$ cat src/adc_ctl_pkg.sv
// constants, register map and encodings for the sar adc sequencer with dma
// assumes a 10 MHz system clock and a converter core that answers with a done pulse
// Functional notes
// - converter clock divided to four selectable rates
// - sample then hold for 2/4/6/8 clocks
// - conversion lasts three windows plus thirteen clocks
// - single-shot and back-to-back continuous modes
// - sample window resets to two clocks
// - gain bit selects range of one or two references
// - reference select chooses bandgap or external pin
// - channel selector covers six inputs
// - completion raises interrupt and pollable status bit
// - optional accumulator over 2/4/8/16 samples
// - completion may wait for accumulation count
// - supply divider enabled only while measuring it
// - buffer mode triggered by one of five timers
// - results stored by dma as 16-bit words
// - buffer length at most 2047 words
// - wrap returns write pointer to buffer start
// - half-full, full, overflow interrupts individually enabled
// - each trigger converts all selected channels consecutively
package adc_ctl_pkg;
    // register offsets, byte addresses
    localparam logic [7:0] ADDR_CTRL    = 8'h00;
    localparam logic [7:0] ADDR_CFG     = 8'h04;
    localparam logic [7:0] ADDR_STATUS  = 8'h08;
    localparam logic [7:0] ADDR_RESULT  = 8'h0C;
    localparam logic [7:0] ADDR_ACC     = 8'h10;
    localparam logic [7:0] ADDR_BUFCFG  = 8'h14;
    localparam logic [7:0] ADDR_BUFBASE = 8'h18;
    localparam logic [7:0] ADDR_BUFLEN  = 8'h1C;
    localparam logic [7:0] ADDR_BUFPTR  = 8'h20;
    localparam logic [7:0] ADDR_IRQEN   = 8'h24;
    // ctrl fields
    localparam int CTRL_START = 0;
    localparam int CTRL_CONT  = 1;
    localparam int CTRL_STOP  = 2;
    // cfg fields
    localparam int CFG_DIV_LSB  = 0;
    localparam int CFG_SMP_LSB  = 2;
    localparam int CFG_GAIN     = 4;
    localparam int CFG_REF      = 5;
    localparam int CFG_CHAN_LSB = 8;
    localparam int CFG_ACC_EN   = 12;
    localparam int CFG_ACC_LSB  = 13;
    localparam int CFG_ACC_IRQ  = 15;
    // buffer cfg fields
    localparam int BUF_EN       = 0;
    localparam int BUF_WRAP     = 1;
    localparam int BUF_TMR_LSB  = 4;
    localparam int BUF_MASK_LSB = 8;
    // status and irq bits
    localparam int ST_DONE = 0;
    localparam int ST_HALF = 1;
    localparam int ST_FULL = 2;
    localparam int ST_OVF  = 3;
    localparam int ST_BUSY = 4;
    // reset values and fixed constants
    localparam logic [1:0]  SMP_RESET    = 2'h0;
    localparam logic [10:0] BUFLEN_MAX   = 11'h7FF;
    localparam int          NUM_CHAN     = 6;
    localparam int          NUM_TIMER    = 5;
    localparam logic [2:0]  CHAN_SUPPLY  = 3'h5;
    localparam int          CONV_EXTRA   = 13;
    localparam int          SRC_MHZ      = 16;
    localparam int          SYS_MHZ      = 10;
    // enable divider period for the 2 MHz rate, in system cycles at 10 MHz
    localparam int          DIV_2MHZ     = SYS_MHZ / 2;
    // sequencer states
    typedef enum logic [3:0] {
        ST_IDLE = 4'b0001,
        ST_CONV = 4'b0010,
        ST_STORE = 4'b0100,
        ST_NEXT = 4'b1000
    } seq_e;
endpackage

$ cat src/adc_conv_if.sv
// carrier between the sequencer and its timing engine
// assumes a single clock domain
`timescale 1ns/10ps
interface adc_conv_if;
    logic       start;    // one-cycle conversion request
    logic [1:0] smp_sel;  // sample window code
    logic       tick;     // converter clock enable
    logic       sampling; // sample switch closed
    logic       busy;     // conversion in flight
    logic       done;     // one-cycle end pulse
    modport seq (output start, output smp_sel, input tick, input sampling, input busy, input done);
    modport eng (input start, input smp_sel, output tick, output sampling, output busy, output done);
endinterface

$ cat src/adc_clk_div.sv
// converter clock enable divider
// assumes clk_sys as the only clock; rates are scaled onto it as enable pulses
`timescale 1ns/10ps
module adc_clk_div #(
    parameter int W = 8
) (
    // clock and reset
    input  wire logic       clk_sys,
    input  wire logic       nrst,
    // rate select: 0 2MHz,1 1MHz,2 500kHz,3 250kHz
    input  wire logic [1:0] div_sel,
    // enable out
    output logic            tick
);
    logic [W-1:0] cnt_q;  // cycle counter
    logic [W-1:0] lim;    // terminal count
    // rate 2 MHz is five system cycles, each step doubles it
    always_comb begin
        lim = W'((adc_ctl_pkg::DIV_2MHZ << div_sel) - 1);
    end
    // free running counter with pulse at wrap
    always_ff @(posedge clk_sys or negedge nrst) begin
        if (!nrst) begin
            cnt_q <= '0;
            tick  <= 1'b0;
        end else if (cnt_q >= lim) begin
            cnt_q <= '0;
            tick  <= 1'b1;
        end else begin
            cnt_q <= cnt_q + 1'b1;
            tick  <= 1'b0;
        end
    end
endmodule

$ cat src/adc_conv_timer.sv
// one conversion: sample window then hold and approximation clocks
// assumes tick is a one-cycle converter clock enable
`timescale 1ns/10ps
module adc_conv_timer (
    // clock and reset
    input wire logic clk_sys,
    input wire logic nrst,
    // sequencer side
    adc_conv_if.eng  cv
);
    logic [5:0] cnt_q;    // converter clocks elapsed
    logic [5:0] smp_len;  // sample window length
    logic [5:0] total;    // whole conversion length
    // window 2/4/6/8 and total 3*window+13
    always_comb begin
        smp_len = 6'({cv.smp_sel, 1'b0}) + 6'h2;
        total   = 6'(smp_len * 3 + adc_ctl_pkg::CONV_EXTRA);
    end
    assign cv.sampling = cv.busy && (cnt_q < smp_len);
    // count converter clocks while busy
    always_ff @(posedge clk_sys or negedge nrst) begin
        if (!nrst) begin
            cnt_q   <= '0;
            cv.busy <= 1'b0;
            cv.done <= 1'b0;
        end else begin
            cv.done <= 1'b0;
            if (!cv.busy) begin
                if (cv.start) begin
                    cv.busy <= 1'b1;
                    cnt_q   <= '0;
                end
            end else if (cv.tick) begin
                if (cnt_q == total - 1'b1) begin
                    cv.busy <= 1'b0;
                    cv.done <= 1'b1;
                end
                cnt_q <= cnt_q + 1'b1;
            end
        end
    end
endmodule

$ cat src/sar_adc_sequencer_dma.sv
// top: registers, sequencer, accumulator and dma write engine
// assumes analogue core returns a 10-bit result valid at conv_done; dma bus never stalls
//
// Implementation choices: the register addresses and strobed register access.
`timescale 1ns/10ps
module sar_adc_sequencer_dma (
    // clock and reset
    input  wire logic        clk_sys,
    input  wire logic        nrst,
    // register port
    input  wire logic [7:0]  reg_addr,
    input  wire logic [31:0] reg_wdata,
    input  wire logic        reg_wr,
    input  wire logic        reg_rd,
    output logic [31:0]      reg_rdata,
    // timer triggers
    input  wire logic [4:0]  timer_trig,
    // analogue core
    input  wire logic [9:0]  ana_result,
    output logic [2:0]       ana_chan,
    output logic             ana_gain,
    output logic             ana_ref_ext,
    output logic             ana_sample,
    output logic             ana_clk_en,
    output logic             ana_supply_div_en,
    // dma write port
    output logic             dma_wr,
    output logic [15:0]      dma_addr,
    output logic [15:0]      dma_wdata,
    // interrupt
    output logic             irq
);
    adc_conv_if cv();
    // config registers
    logic [1:0]  div_q;       // clock divider code
    logic [1:0]  smp_q;       // sample window code
    logic        gain_q;      // input range
    logic        ref_q;       // reference select
    logic [2:0]  chan_q;      // single mode channel
    logic        acc_en_q;    // accumulator on
    logic [1:0]  acc_cnt_q;   // 2/4/8/16 code
    logic        acc_irq_q;   // done waits for count
    logic        cont_q;      // continuous mode
    logic        buf_en_q;    // buffer mode
    logic        wrap_q;      // wrap at full
    logic [2:0]  tmr_q;       // trigger timer
    logic [5:0]  mask_q;      // buffer channel set
    logic [15:0] base_q;      // buffer base byte address
    logic [10:0] len_q;       // buffer length in words
    logic [3:0]  irqen_q;     // irq enables
    // state
    adc_ctl_pkg::seq_e st_q;  // sequencer state
    logic [3:0]  sticky_q;    // done/half/full/ovf
    logic [9:0]  result_q;    // last result
    logic [13:0] acc_q;       // accumulated sum
    logic [13:0] acc_out_q;   // completed sum
    logic [4:0]  acc_n_q;     // samples in period
    logic [10:0] fill_q;      // words in buffer
    logic [2:0]  cur_q;       // channel converting
    logic        trig_q;      // previous trigger level
    logic [3:0]  ev;          // events this cycle
    logic        trig_rise;   // selected trigger edge
    logic [4:0]  acc_target;  // accumulation count
    logic        last_chan;   // no higher channel in mask
    logic [2:0]  next_chan;   // next mask channel
    logic        full_now;    // buffer holds len words

    // next set channel above current, first set channel if from seven
    function automatic logic [3:0] find_chan(input logic [5:0] m, input logic [2:0] from);
        logic [3:0] r;
        r = 4'h8;
        for (int i = adc_ctl_pkg::NUM_CHAN - 1; i >= 0; i--) begin
            if (m[i] && (from == 3'h7 || 3'(i) > from)) begin
                r = 4'(i);
            end
        end
        return r;
    endfunction

    adc_clk_div u_div (
        .clk_sys (clk_sys),
        .nrst    (nrst),
        .div_sel (div_q),
        .tick    (cv.tick)
    );
    adc_conv_timer u_tmr (
        .clk_sys (clk_sys),
        .nrst    (nrst),
        .cv      (cv.eng)
    );

    assign cv.smp_sel = smp_q;
    assign ana_clk_en = cv.tick;
    assign ana_sample = cv.sampling;
    assign ana_gain    = gain_q;
    assign ana_ref_ext = ref_q;
    assign ana_chan    = buf_en_q ? cur_q : chan_q;
    assign ana_supply_div_en = cv.busy && (ana_chan == adc_ctl_pkg::CHAN_SUPPLY);
    assign trig_rise  = timer_trig[tmr_q] && !trig_q;
    assign acc_target = 5'h2 << acc_cnt_q;
    assign {last_chan, next_chan} = find_chan(mask_q, cur_q);
    assign full_now   = (fill_q == len_q);
    assign cv.start   = (st_q == adc_ctl_pkg::ST_NEXT);
    assign irq        = |(sticky_q & irqen_q);

    // configuration writes
    always_ff @(posedge clk_sys or negedge nrst) begin
        if (!nrst) begin
            div_q <= 2'h0;
            smp_q <= adc_ctl_pkg::SMP_RESET;
            gain_q <= 1'b0;
            ref_q <= 1'b0;
            chan_q <= 3'h0;
            acc_en_q <= 1'b0;
            acc_cnt_q <= 2'h0;
            acc_irq_q <= 1'b0;
            buf_en_q <= 1'b0;
            wrap_q <= 1'b0;
            tmr_q <= 3'h0;
            mask_q <= 6'h00;
            base_q <= 16'h0000;
            len_q <= adc_ctl_pkg::BUFLEN_MAX;
            irqen_q <= 4'h0;
        end else if (reg_wr) begin
            if (reg_addr == adc_ctl_pkg::ADDR_CFG) begin
                div_q <= reg_wdata[adc_ctl_pkg::CFG_DIV_LSB +: 2];
                smp_q <= reg_wdata[adc_ctl_pkg::CFG_SMP_LSB +: 2];
                gain_q <= reg_wdata[adc_ctl_pkg::CFG_GAIN];
                ref_q <= reg_wdata[adc_ctl_pkg::CFG_REF];
                chan_q <= (reg_wdata[adc_ctl_pkg::CFG_CHAN_LSB +: 3] > 3'h5) ? 3'h5
                          : reg_wdata[adc_ctl_pkg::CFG_CHAN_LSB +: 3];
                acc_en_q <= reg_wdata[adc_ctl_pkg::CFG_ACC_EN];
                acc_cnt_q <= reg_wdata[adc_ctl_pkg::CFG_ACC_LSB +: 2];
                acc_irq_q <= reg_wdata[adc_ctl_pkg::CFG_ACC_IRQ];
            end else if (reg_addr == adc_ctl_pkg::ADDR_BUFCFG) begin
                buf_en_q <= reg_wdata[adc_ctl_pkg::BUF_EN];
                wrap_q <= reg_wdata[adc_ctl_pkg::BUF_WRAP];
                tmr_q <= (reg_wdata[adc_ctl_pkg::BUF_TMR_LSB +: 3] > 3'h4) ? 3'h4
                         : reg_wdata[adc_ctl_pkg::BUF_TMR_LSB +: 3];
                mask_q <= reg_wdata[adc_ctl_pkg::BUF_MASK_LSB +: 6];
            end else if (reg_addr == adc_ctl_pkg::ADDR_BUFBASE) begin
                base_q <= {reg_wdata[15:1], 1'b0};
            end else if (reg_addr == adc_ctl_pkg::ADDR_BUFLEN) begin
                len_q <= (reg_wdata[10:0] == 11'h000) ? 11'h001 : reg_wdata[10:0];
            end else if (reg_addr == adc_ctl_pkg::ADDR_IRQEN) begin
                irqen_q <= reg_wdata[3:0];
            end
        end
    end

    // trigger edge memory
    always_ff @(posedge clk_sys or negedge nrst) begin
        if (!nrst) begin
            trig_q <= 1'b0;
        end else begin
            trig_q <= timer_trig[tmr_q];
        end
    end

    // continuous flag: set by start with cont, cleared by stop
    always_ff @(posedge clk_sys or negedge nrst) begin
        if (!nrst) begin
            cont_q <= 1'b0;
        end else if (reg_wr && reg_addr == adc_ctl_pkg::ADDR_CTRL) begin
            if (reg_wdata[adc_ctl_pkg::CTRL_STOP]) begin
                cont_q <= 1'b0;
            end else if (reg_wdata[adc_ctl_pkg::CTRL_START]) begin
                cont_q <= reg_wdata[adc_ctl_pkg::CTRL_CONT];
            end
        end
    end

    // sequencer
    always_ff @(posedge clk_sys or negedge nrst) begin
        if (!nrst) begin
            st_q <= adc_ctl_pkg::ST_IDLE;
            cur_q <= 3'h0;
        end else begin
            case (st_q)
                adc_ctl_pkg::ST_IDLE: begin
                    if (buf_en_q && trig_rise && mask_q != 6'h00) begin
                        cur_q <= 3'(find_chan(mask_q, 3'h7));
                        st_q <= adc_ctl_pkg::ST_NEXT;
                    end else if (!buf_en_q && reg_wr && reg_addr == adc_ctl_pkg::ADDR_CTRL
                                 && reg_wdata[adc_ctl_pkg::CTRL_START]) begin
                        st_q <= adc_ctl_pkg::ST_NEXT;
                    end
                end
                adc_ctl_pkg::ST_NEXT: begin
                    st_q <= adc_ctl_pkg::ST_CONV;
                end
                adc_ctl_pkg::ST_CONV: begin
                    if (cv.done) begin
                        st_q <= adc_ctl_pkg::ST_STORE;
                    end
                end
                adc_ctl_pkg::ST_STORE: begin
                    if (buf_en_q && !last_chan) begin
                        cur_q <= next_chan;
                        st_q <= adc_ctl_pkg::ST_NEXT;
                    end else if (!buf_en_q && cont_q) begin
                        st_q <= adc_ctl_pkg::ST_NEXT;
                    end else begin
                        st_q <= adc_ctl_pkg::ST_IDLE;
                    end
                end
                default: begin
                    st_q <= adc_ctl_pkg::ST_IDLE;
                end
            endcase
        end
    end

    // result capture and accumulator
    always_ff @(posedge clk_sys or negedge nrst) begin
        if (!nrst) begin
            result_q <= 10'h000;
            acc_q <= 14'h0000;
            acc_out_q <= 14'h0000;
            acc_n_q <= 5'h00;
        end else if (cv.done) begin
            result_q <= ana_result;
            if (acc_en_q) begin
                if (acc_n_q + 1'b1 >= acc_target) begin
                    acc_out_q <= acc_q + 14'(ana_result);
                    acc_q <= 14'h0000;
                    acc_n_q <= 5'h00;
                end else begin
                    acc_q <= acc_q + 14'(ana_result);
                    acc_n_q <= acc_n_q + 1'b1;
                end
            end
        end else if (!acc_en_q) begin
            acc_q <= 14'h0000;
            acc_n_q <= 5'h00;
        end
    end

    // dma writes: one word per result in buffer mode, none once full with wrap off
    always_ff @(posedge clk_sys or negedge nrst) begin
        if (!nrst) begin
            dma_wr <= 1'b0;
            dma_addr <= 16'h0000;
            dma_wdata <= 16'h0000;
            fill_q <= 11'h000;
        end else begin
            dma_wr <= 1'b0;
            if (!buf_en_q) begin
                fill_q <= 11'h000;
                dma_addr <= base_q;
            end else if (cv.done) begin
                if (!full_now || wrap_q) begin
                    dma_wr <= 1'b1;
                    dma_wdata <= {6'h00, ana_result};
                    if (full_now) begin
                        dma_addr <= base_q;
                        fill_q <= 11'h001;
                    end else begin
                        dma_addr <= (fill_q == 11'h000) ? base_q
                                    : dma_addr + 16'h0002;
                        fill_q <= fill_q + 1'b1;
                    end
                end
            end
        end
    end

    // event decode for sticky flags
    always_comb begin
        ev = 4'h0;
        ev[adc_ctl_pkg::ST_DONE] = cv.done && (!acc_en_q || !acc_irq_q
                                   || acc_n_q + 1'b1 >= acc_target);
        ev[adc_ctl_pkg::ST_HALF] = buf_en_q && cv.done && !full_now && (fill_q + 1'b1 == (len_q >> 1));
        ev[adc_ctl_pkg::ST_FULL] = buf_en_q && cv.done && !full_now && (fill_q + 1'b1 == len_q);
        ev[adc_ctl_pkg::ST_OVF]  = buf_en_q && cv.done && full_now && !wrap_q;
    end

    // sticky flags: write one to clear, set wins
    always_ff @(posedge clk_sys or negedge nrst) begin
        if (!nrst) begin
            sticky_q <= 4'h0;
        end else begin
            if (reg_wr && reg_addr == adc_ctl_pkg::ADDR_STATUS) begin
                sticky_q <= (sticky_q & ~reg_wdata[3:0]) | ev;
            end else begin
                sticky_q <= sticky_q | ev;
            end
        end
    end

    // read data, one cycle after strobe
    always_ff @(posedge clk_sys or negedge nrst) begin
        if (!nrst) begin
            reg_rdata <= 32'h00000000;
        end else if (reg_rd) begin
            if (reg_addr == adc_ctl_pkg::ADDR_CFG) begin
                reg_rdata <= {16'h0000, acc_irq_q, acc_cnt_q, acc_en_q, 1'b0, chan_q,
                              2'h0, ref_q, gain_q, smp_q, div_q};
            end else if (reg_addr == adc_ctl_pkg::ADDR_CTRL) begin
                reg_rdata <= {30'h0, cont_q, 1'b0};
            end else if (reg_addr == adc_ctl_pkg::ADDR_STATUS) begin
                reg_rdata <= {27'h0, (st_q != adc_ctl_pkg::ST_IDLE), sticky_q};
            end else if (reg_addr == adc_ctl_pkg::ADDR_RESULT) begin
                reg_rdata <= {22'h0, result_q};
            end else if (reg_addr == adc_ctl_pkg::ADDR_ACC) begin
                reg_rdata <= {18'h0, acc_out_q};
            end else if (reg_addr == adc_ctl_pkg::ADDR_BUFCFG) begin
                reg_rdata <= {18'h0, mask_q, 1'b0, tmr_q, 2'h0, wrap_q, buf_en_q};
            end else if (reg_addr == adc_ctl_pkg::ADDR_BUFBASE) begin
                reg_rdata <= {16'h0000, base_q};
            end else if (reg_addr == adc_ctl_pkg::ADDR_BUFLEN) begin
                reg_rdata <= {21'h0, len_q};
            end else if (reg_addr == adc_ctl_pkg::ADDR_BUFPTR) begin
                reg_rdata <= {5'h00, fill_q, dma_addr};
            end else if (reg_addr == adc_ctl_pkg::ADDR_IRQEN) begin
                reg_rdata <= {28'h0, irqen_q};
            end else begin
                reg_rdata <= 32'h00000000;
            end
        end else begin
            reg_rdata <= 32'h00000000;
        end
    end
endmodule

$ cat config.mk
export PLATFORM = sky130hd
export DESIGN_NAME = sar_adc_sequencer_dma
export DESIGN_NICKNAME = d
export VERILOG_FILES = /design/src/adc_ctl_pkg.sv /design/src/adc_conv_if.sv /design/src/adc_clk_div.sv /design/src/adc_conv_timer.sv /design/src/sar_adc_sequencer_dma.sv
export SDC_FILE = /design/constraint.sdc
export NUM_CORES = 1
export LEC_CHECK = 0
export ABC_AREA = 0
export BUFFER_PORTS_ARGS = -buffer_cell sky130_fd_sc_hd__buf_2
export CAP_MARGIN = 15
export CORE_AREA = 2 2 106 184
export CTS_CLUSTER_DIAMETER = 60
export CTS_CLUSTER_SIZE = 8
export DETAILED_ROUTE_END_ITERATION = 12
export DIE_AREA = 0 0 108 186
export GPL_TIMING_DRIVEN = 0
export PLACE_DENSITY_LB_ADDON = 0.1
export SLEW_MARGIN = 25
export SYNTH_ARGS = -nofsm -noshare
export SYNTH_HDL_FRONTEND = slang
export SYNTH_SLANG_ARGS = --single-unit
$ cat constraint.sdc
create_clock -name clk_sys -period 3.1 [get_ports clk_sys]
set_input_delay 0.31 -clock clk_sys [delete_from_list [all_inputs] [get_ports clk_sys]]
set_output_delay 0.31 -clock clk_sys [all_outputs]
set_load 0.02 [all_outputs]
==> results.yml, run 1 <==
logic_synthesis:
  syn_inst: 1067
  synth_seq_cells: 191
  synth_area_sq_mm: 0.01074
  ys_types: 83
  synthArstFlopShare_pct: 100.0
  ys_warn_count: 0
  synth-seq-area-share_pct: 44.63
  syn_area_per_cell_sq_um: 10.07
  yosys_most_used_dff: "dfrtp_1"
  synth_edf_count: 0
power_and_ir_drop:
  p_leak_uw: 0.005807
  power_frac_seq_pct: 46.1
  power_density_mw_per_mm2: 497.0
  pwr-share-clk_pct: 39.3
  p_sw_uw: 1681
  p_int_uw: 4446
  vdd_drop_max_v: 0.0003766
  p_sw_share_pct: 27.43
  pwr-share-comb_pct: 14.6
sta:
  rsz0062_at_grt: "no"
  hold_slack_ps: 114.8
  timing.final.max_slew_violations: 0
  worst_pin_slew_ps: 1108
  finalCritPeriodShare_pct: 92.70
  max_slew_margin_pct: 25.87
  setup_viol: 0
  post-route-min-period_ps: 2874
  max_freq_mhz: 348.0
  hold_viol: 0
  clock_skew_ps: 9.671
  postLayoutSetupSlackWorst_ps: 226.3
place:
  hpwl_um: 23930
  pre_cts_ws_ps: 125.1
  numPortBuffers: 103
  gp_congestion: 0.9753
clock_network:
  clk_pin_slew_ps: 70
  clockRootBuffer: "clkbuf_16"
  tritoncts: "built"
  cts_setup_buffers: 0
  clk_latency_ps: 450
  cts_buffers: 17
  cts.sinks: 191
  htreeDepth: 4
  clockBufferDepth: 2
final_layout:
  mostFrequentLayoutCells: "179 x dfrtp_1, 112 x buf_2, 103 x nand2_1"
  final_common_cell: "dfrtp_1"
  seq_area_sq_mm: 0.004795
  layout-drive-gt1-share_pct: 22.06
  multi_input_area_sq_mm: 0.005502
  final_nets: 1299
  area_growth_syn_to_layout_pct: 14.72
  n_fill_cell: 1558
global_routing:
  grt_pass1_wl_um: 48620
  grt_max_degree: 91
  first_global_vias: 8903
  grt_util_met1_pct: 35.86
  grt.total_usage_pct: 32.51
  globalRouteMet3Util_pct: 5.147
  grt_overflow: 0
  antenna_found_initial: 1
  busiest_layer: "met2"
  met2_usage_pct: 56.38
drt:
  ant_nets: 0
  wl_per_cell_um: 21.47
  drtIter0Drc: 600
  routed_wl_um: 31220
  first_pass_iters: 6
  vias: 8929
  vias_per_cell: 6.141
  drc_errors: 0
critical_path:
  crit_path_frequent_cell: "clkbuf_1"
  crit_fanout: 10
  critPathKind: "register to output port"
  worst_ep_arrival_time_ps: 2560
  endpoint_kind: "output port"
  crit_chain: "clkbuf_1 -> clkbuf_1 -> mux2_2 -> nor3b_1 -> buf_2"
  cp_slowest_cell: "clkbuf_1"
  slowest_delay_ps: 520
  r2r_cells: 8
  start_kind: "register"
  worstPathRequired_ps: 2790
die:
  rows: 66
  io_pins: 133
  start_util_pct: 57.82
  die_w_um: 108
  die_area_sq_mm: 0.02009
  dieHeight_um: 186
  core_sq_mm: 0.01858
status:
  status: "completed"
flow_run:
  cap_violations: 0
worst_hold_path:
  whs_path_depth: 2
  hp-class: "input port to register"
[area by class of cell]
type | instances | share of cell area, %
tap | 238 | 2.416
sequential | 191 | 38.90
buffer | 63 | 2.883
inverter | 40 | 1.218
clock inverter | 11 | 1.543
clock buffer | 19 | 3.594
timing repair buffer | 106 | 4.791
antenna | 1 | 0.02030
multi-input combinational | 785 | 44.63
[power groups by stage]
stage          Clock (uW)  Sequential [uW]  Combinational, uW
2_1_floorplan           0             2830                566
3_3_place_gp            0             2860                862
3_5_place_dp            0             2860                890
4_1_cts              2430             2820                898
5_1_grt              2510             2840                998
6_report             2410             2820                893
[final timing paths]
check                                     to     startpoint  slack, ps
hold reg to reg                acc_out_q[12]  acc_out_q[12]        490
hold / removal                    base_q[14]  reg_wdata[14]        110
setup / recovery           ana_supply_div_en       buf_en_q        230
max in group asynchronous          acc_q[13]           nrst       1710
min in group asynchronous     u_tmr.cnt_q[3]           nrst        340
setup reg to reg                 sticky_q[2]      fill_q[1]        260
[routing by layer]
layer  part of all wire [%]  vias to the layer above  routed length, um
met5                  0.042                        -                 13
met4                    7.4                        2               2301
met3                    4.8                      129               1506
met2                     51                      367              16010
met1                     36                     4331              11390
li1                       -                     4100                  -
[per-stage QoR]
step           util [%]  instance area [sq um]  TNS [ps]  cells  total power (uW)
2_1_floorplan         -                  10790         0   1079              3393
3_3_place_gp      62.44                  11600   -246930   1420              3720
5_1_grt           66.32                  12320         0   1453              6349
6_report          66.34                  12330         0   1454              6126
4_1_cts           66.29                  12320         0   1453              6143
3_5_place_dp      62.83                  11670         0   1422              3754
[kinds of logic after synthesis]
| kind of cell | synth area share [%] |
|---|---|
| flops | 44.63 |
| compound gates | 16.04 |
| other cells | 0.03490 |
| simple gates | 15.76 |
| mux | 9.736 |
| buf+inv | 4.693 |
| xor+xnor | 4.856 |
| fa+ha+maj | 4.262 |
[Yosys cell counts, types with 6 or more instances]
cell,count,area [sq um]
mux2_2,56,630.6
nor2_1,66,247.7
inv_1,40,150.1
a31oi_1,11,68.82
xor2_1,18,157.7
buf_2,10,50.05
nor2b_1,11,68.82
buf_4,17,127.6
o41ai_1,6,52.55
mux2i_1,25,250.2
nand3_1,32,160.2
ha_1,35,437.9
xnor2_1,39,341.6
o21ai_0,79,395.4
a22oi_1,10,75.07
a211oi_1,7,52.55
clkbuf_1,28,105.1
dfstp_2,12,315.3
a21o_1,9,67.56
a21oi_1,45,225.2
o22ai_1,7,43.79
or4_1,6,45.04
nor4_1,10,62.56
and2_1,15,93.84
and3_1,15,93.84
nand2_1,103,386.6
mux2_4,8,120.1
nor3_1,11,55.05
o21a_1,8,60.06
a22o_1,14,122.6
nand2b_1,15,93.84
nand4_1,13,81.33
dfrtp_1,179,4479
[timing repair]
action                     CTS  global route
gates resized for setup      0             2
hold endpoints to repair    43             0
hold buffers                 1             0
setup endpoints to repair    0            10
[state kept, by name, indices dropped and copies added (netlist names), 5 cells and up]
name and cells:
len_q 11, acc_out_q 14, mask_q 6, base_q 15, fill_q 11, dma_addr 15
acc_n_q 5, dma_wdata 10, acc_q 14, result_q 10, u_div.cnt_q 8, u_tmr.cnt_q 6
reg_rdata 27
[worst max-delay path, delay by kind of cell (launching register included)]
kind | cells | cell delay, ps
buffers and inverters | 3 | 1200
multiplexers | 1 | 410
flip-flops | 1 | 320
AND/OR/NAND/NOR | 1 | 180
(Power assumes the default switching activity.)
==> run 2, diff against run 1 <==
--- a/config.mk
+++ b/config.mk
@@ -8,12 +8,11 @@
 export ABC_AREA = 0
 export BUFFER_PORTS_ARGS = -buffer_cell sky130_fd_sc_hd__buf_2
 export CAP_MARGIN = 15
-export CORE_AREA = 2 2 106 184
+export CORE_AREA = 2 2 114 199
 export CTS_CLUSTER_DIAMETER = 60
 export CTS_CLUSTER_SIZE = 8
 export DETAILED_ROUTE_END_ITERATION = 12
-export DIE_AREA = 0 0 108 186
-export GPL_TIMING_DRIVEN = 0
+export DIE_AREA = 0 0 116 201
 export PLACE_DENSITY_LB_ADDON = 0.1
 export SLEW_MARGIN = 25
 export SYNTH_ARGS = -nofsm -noshare
==> results.yml, run 2 (synthesis results as in run 1) <==
drt:
  ant_nets: 0
  drtIter0Drc: 557
  first_pass_iters: 7
  routed_wl_um: 30900
  wl_per_cell_um: 20.85
  vias_per_cell: 5.807
  drc_errors: 0
  vias: 8606
critical_path:
  cp_slowest_cell: "dfrtp_1"
  critPathTopFamily: "compound AO/OA/AOI/OAI gates"
  crit_buf_inv: 2
  r2r-start: "fill_q[0]"
  critPathKind: "register to register"
  worst_ep_arrival_time_ps: 3000
  endpoint_kind: "register"
  start_kind: "register"
  critPathLaunch: "fill_q[0]"
  slowest_delay_ps: 530
  crit_chain: "inv_1 -> ha_1 -> or4b_1 -> o41ai_1 -> a31oi_4 -> buf_16 -> nor2_1 -> a21oi_1 -> o22a_1"
  worstPathRequired_ps: 3440
  crit_fanout: 29
worst_hold_path:
  min_from: "reg_wdata[15]"
  hp-class: "input port to register"
die:
  rows: 72
  dieHeight_um: 201
  die_area_sq_mm: 0.02332
  die_w_um: 116
  io_pins: 133
  start_util_pct: 49.28
  core_sq_mm: 0.02180
power_and_ir_drop:
  pwr-share-clk_pct: 38.5
  power_frac_seq_pct: 47.2
  vdd_drop_max_v: 0.0003873
  p_sw_share_pct: 28.42
  p_sw_uw: 1711
  p_int_uw: 4310
  p_leak_uw: 0.005723
  power_density_mw_per_mm2: 491.0
  pwr-share-comb_pct: 14.3
global_routing:
  grt.total_usage_pct: 27.63
  grt_max_degree: 77
  grt_overflow: 0
  grt_pass1_wl_um: 48420
  antenna_found_initial: 3
  first_global_vias: 8597
final_layout:
  final_nets: 1266
  area_growth_syn_to_layout_pct: 14.14
  top_regs: "reg_rdata (27), base_q (15), dma_addr (15)"
  layout-drive-gt1-share_pct: 22.55
  mostFrequentLayoutCells: "179 x dfrtp_1, 103 x nand2_1, 103 x buf_2"
  final_common_cell: "dfrtp_1"
  largest_register_ffs: 27
  n_fill_cell: 2022
  regMostFlops: "reg_rdata"
clock_network:
  clockBufferDepth: 2
  tritoncts: "built"
  clockRootBuffer: "clkbuf_16"
  cts.sinks: 191
  htreeDepth: 4
  cts_buffers: 17
  clk_pin_slew_ps: 70
  clk_latency_ps: 460
  cts_setup_buffers: 0
place:
  hpwl_um: 23680
  gp_congestion: 0.9511
  numPortBuffers: 104
sta:
  max_freq_mhz: 376.8
  setup_viol: 0
  timing.final.max_slew_violations: 0
  worst_pin_slew_ps: 793.7
  setup_tns_ps: 0
  rsz0062_at_grt: "no"
  finalCritPeriodShare_pct: 85.61
  max_slew_margin_pct: 46.96
  hold_slack_ps: 104.2
  hold_viol: 0
  clock_skew_ps: 8.237
  post-route-min-period_ps: 2654
status:
  status: "completed"
flow_run:
  cap_violations: 0
==> run 2: area by class of cell <==
type	instances	area (sq um)	share of cell area [%]
clock inverters	13	162.7	1.326
well taps	296	370.4	3.020
inverters	40	150.1	1.224
multi-input cells	785	5510	44.93
repair buffers	136	817.0	6.663
flip-flops and latches	191	4795	39.10
clock buffers	19	452.9	3.694
diodes	2	5.005	0.04081
==> run 2: per-stage QoR <==
step | cell area (sq um) | setup WS (ps) | std cells | utilization (%) | total power, uW
2_1_floorplan | 10790 | 700.4 | 1079 | - | 3393
3_3_place_gp | 11600 | 398.4 | 1446 | 53.23 | 3724
3_5_place_dp | 11600 | 373.0 | 1446 | 53.23 | 3747
4_1_cts | 12230 | 386.4 | 1479 | 56.10 | 6070
5_1_grt | 12260 | 226.7 | 1481 | 56.24 | 6282
6_report | 12260 | 446.2 | 1482 | 56.25 | 6022
==> run 2: timing repair <==
| action | CTS | global route |
|---|---|---|
| endpoints found under the hold margin | 64 | 0 |
| hold buffers | 1 | 0 |
| gates resized for setup | 0 | 0 |
==> run 2: power groups by stage <==
stage               Clock, uW  Sequential [uW]  Combinational, uW
CTS                      2360             2840                870
global route             2460             2860                966
global placement            0             2880                845
floorplan                   0             2830                566
detailed placement          0             2880                865
finish                   2320             2840                861
==> run 2: worst paths after layout <==
| kind | endpoint | slack (ps) | depth (start not counted) |
|---|---|---|---|
| setup / recovery | dma_addr[15] | 450 | 9 |
| min in group asynchronous | u_tmr.cv.done | 450 | 2 |
| setup reg to reg | dma_addr[15] | 450 | 9 |
| max in group asynchronous | result_q[6] | 1880 | 3 |
| hold / removal | base_q[15] | 100 | 2 |
| hold reg to reg | acc_out_q[6] | 490 | 2 |
==> run 2: routing by layer <==
metal	vias up	global-route usage (%)	part of all wire (%)
met4	2	14.50	5.1
met3	74	5.012	3.6
met2	245	48.41	53
li1	4035	-	-
met1	4250	31.32	38
met5	-	0	0.036
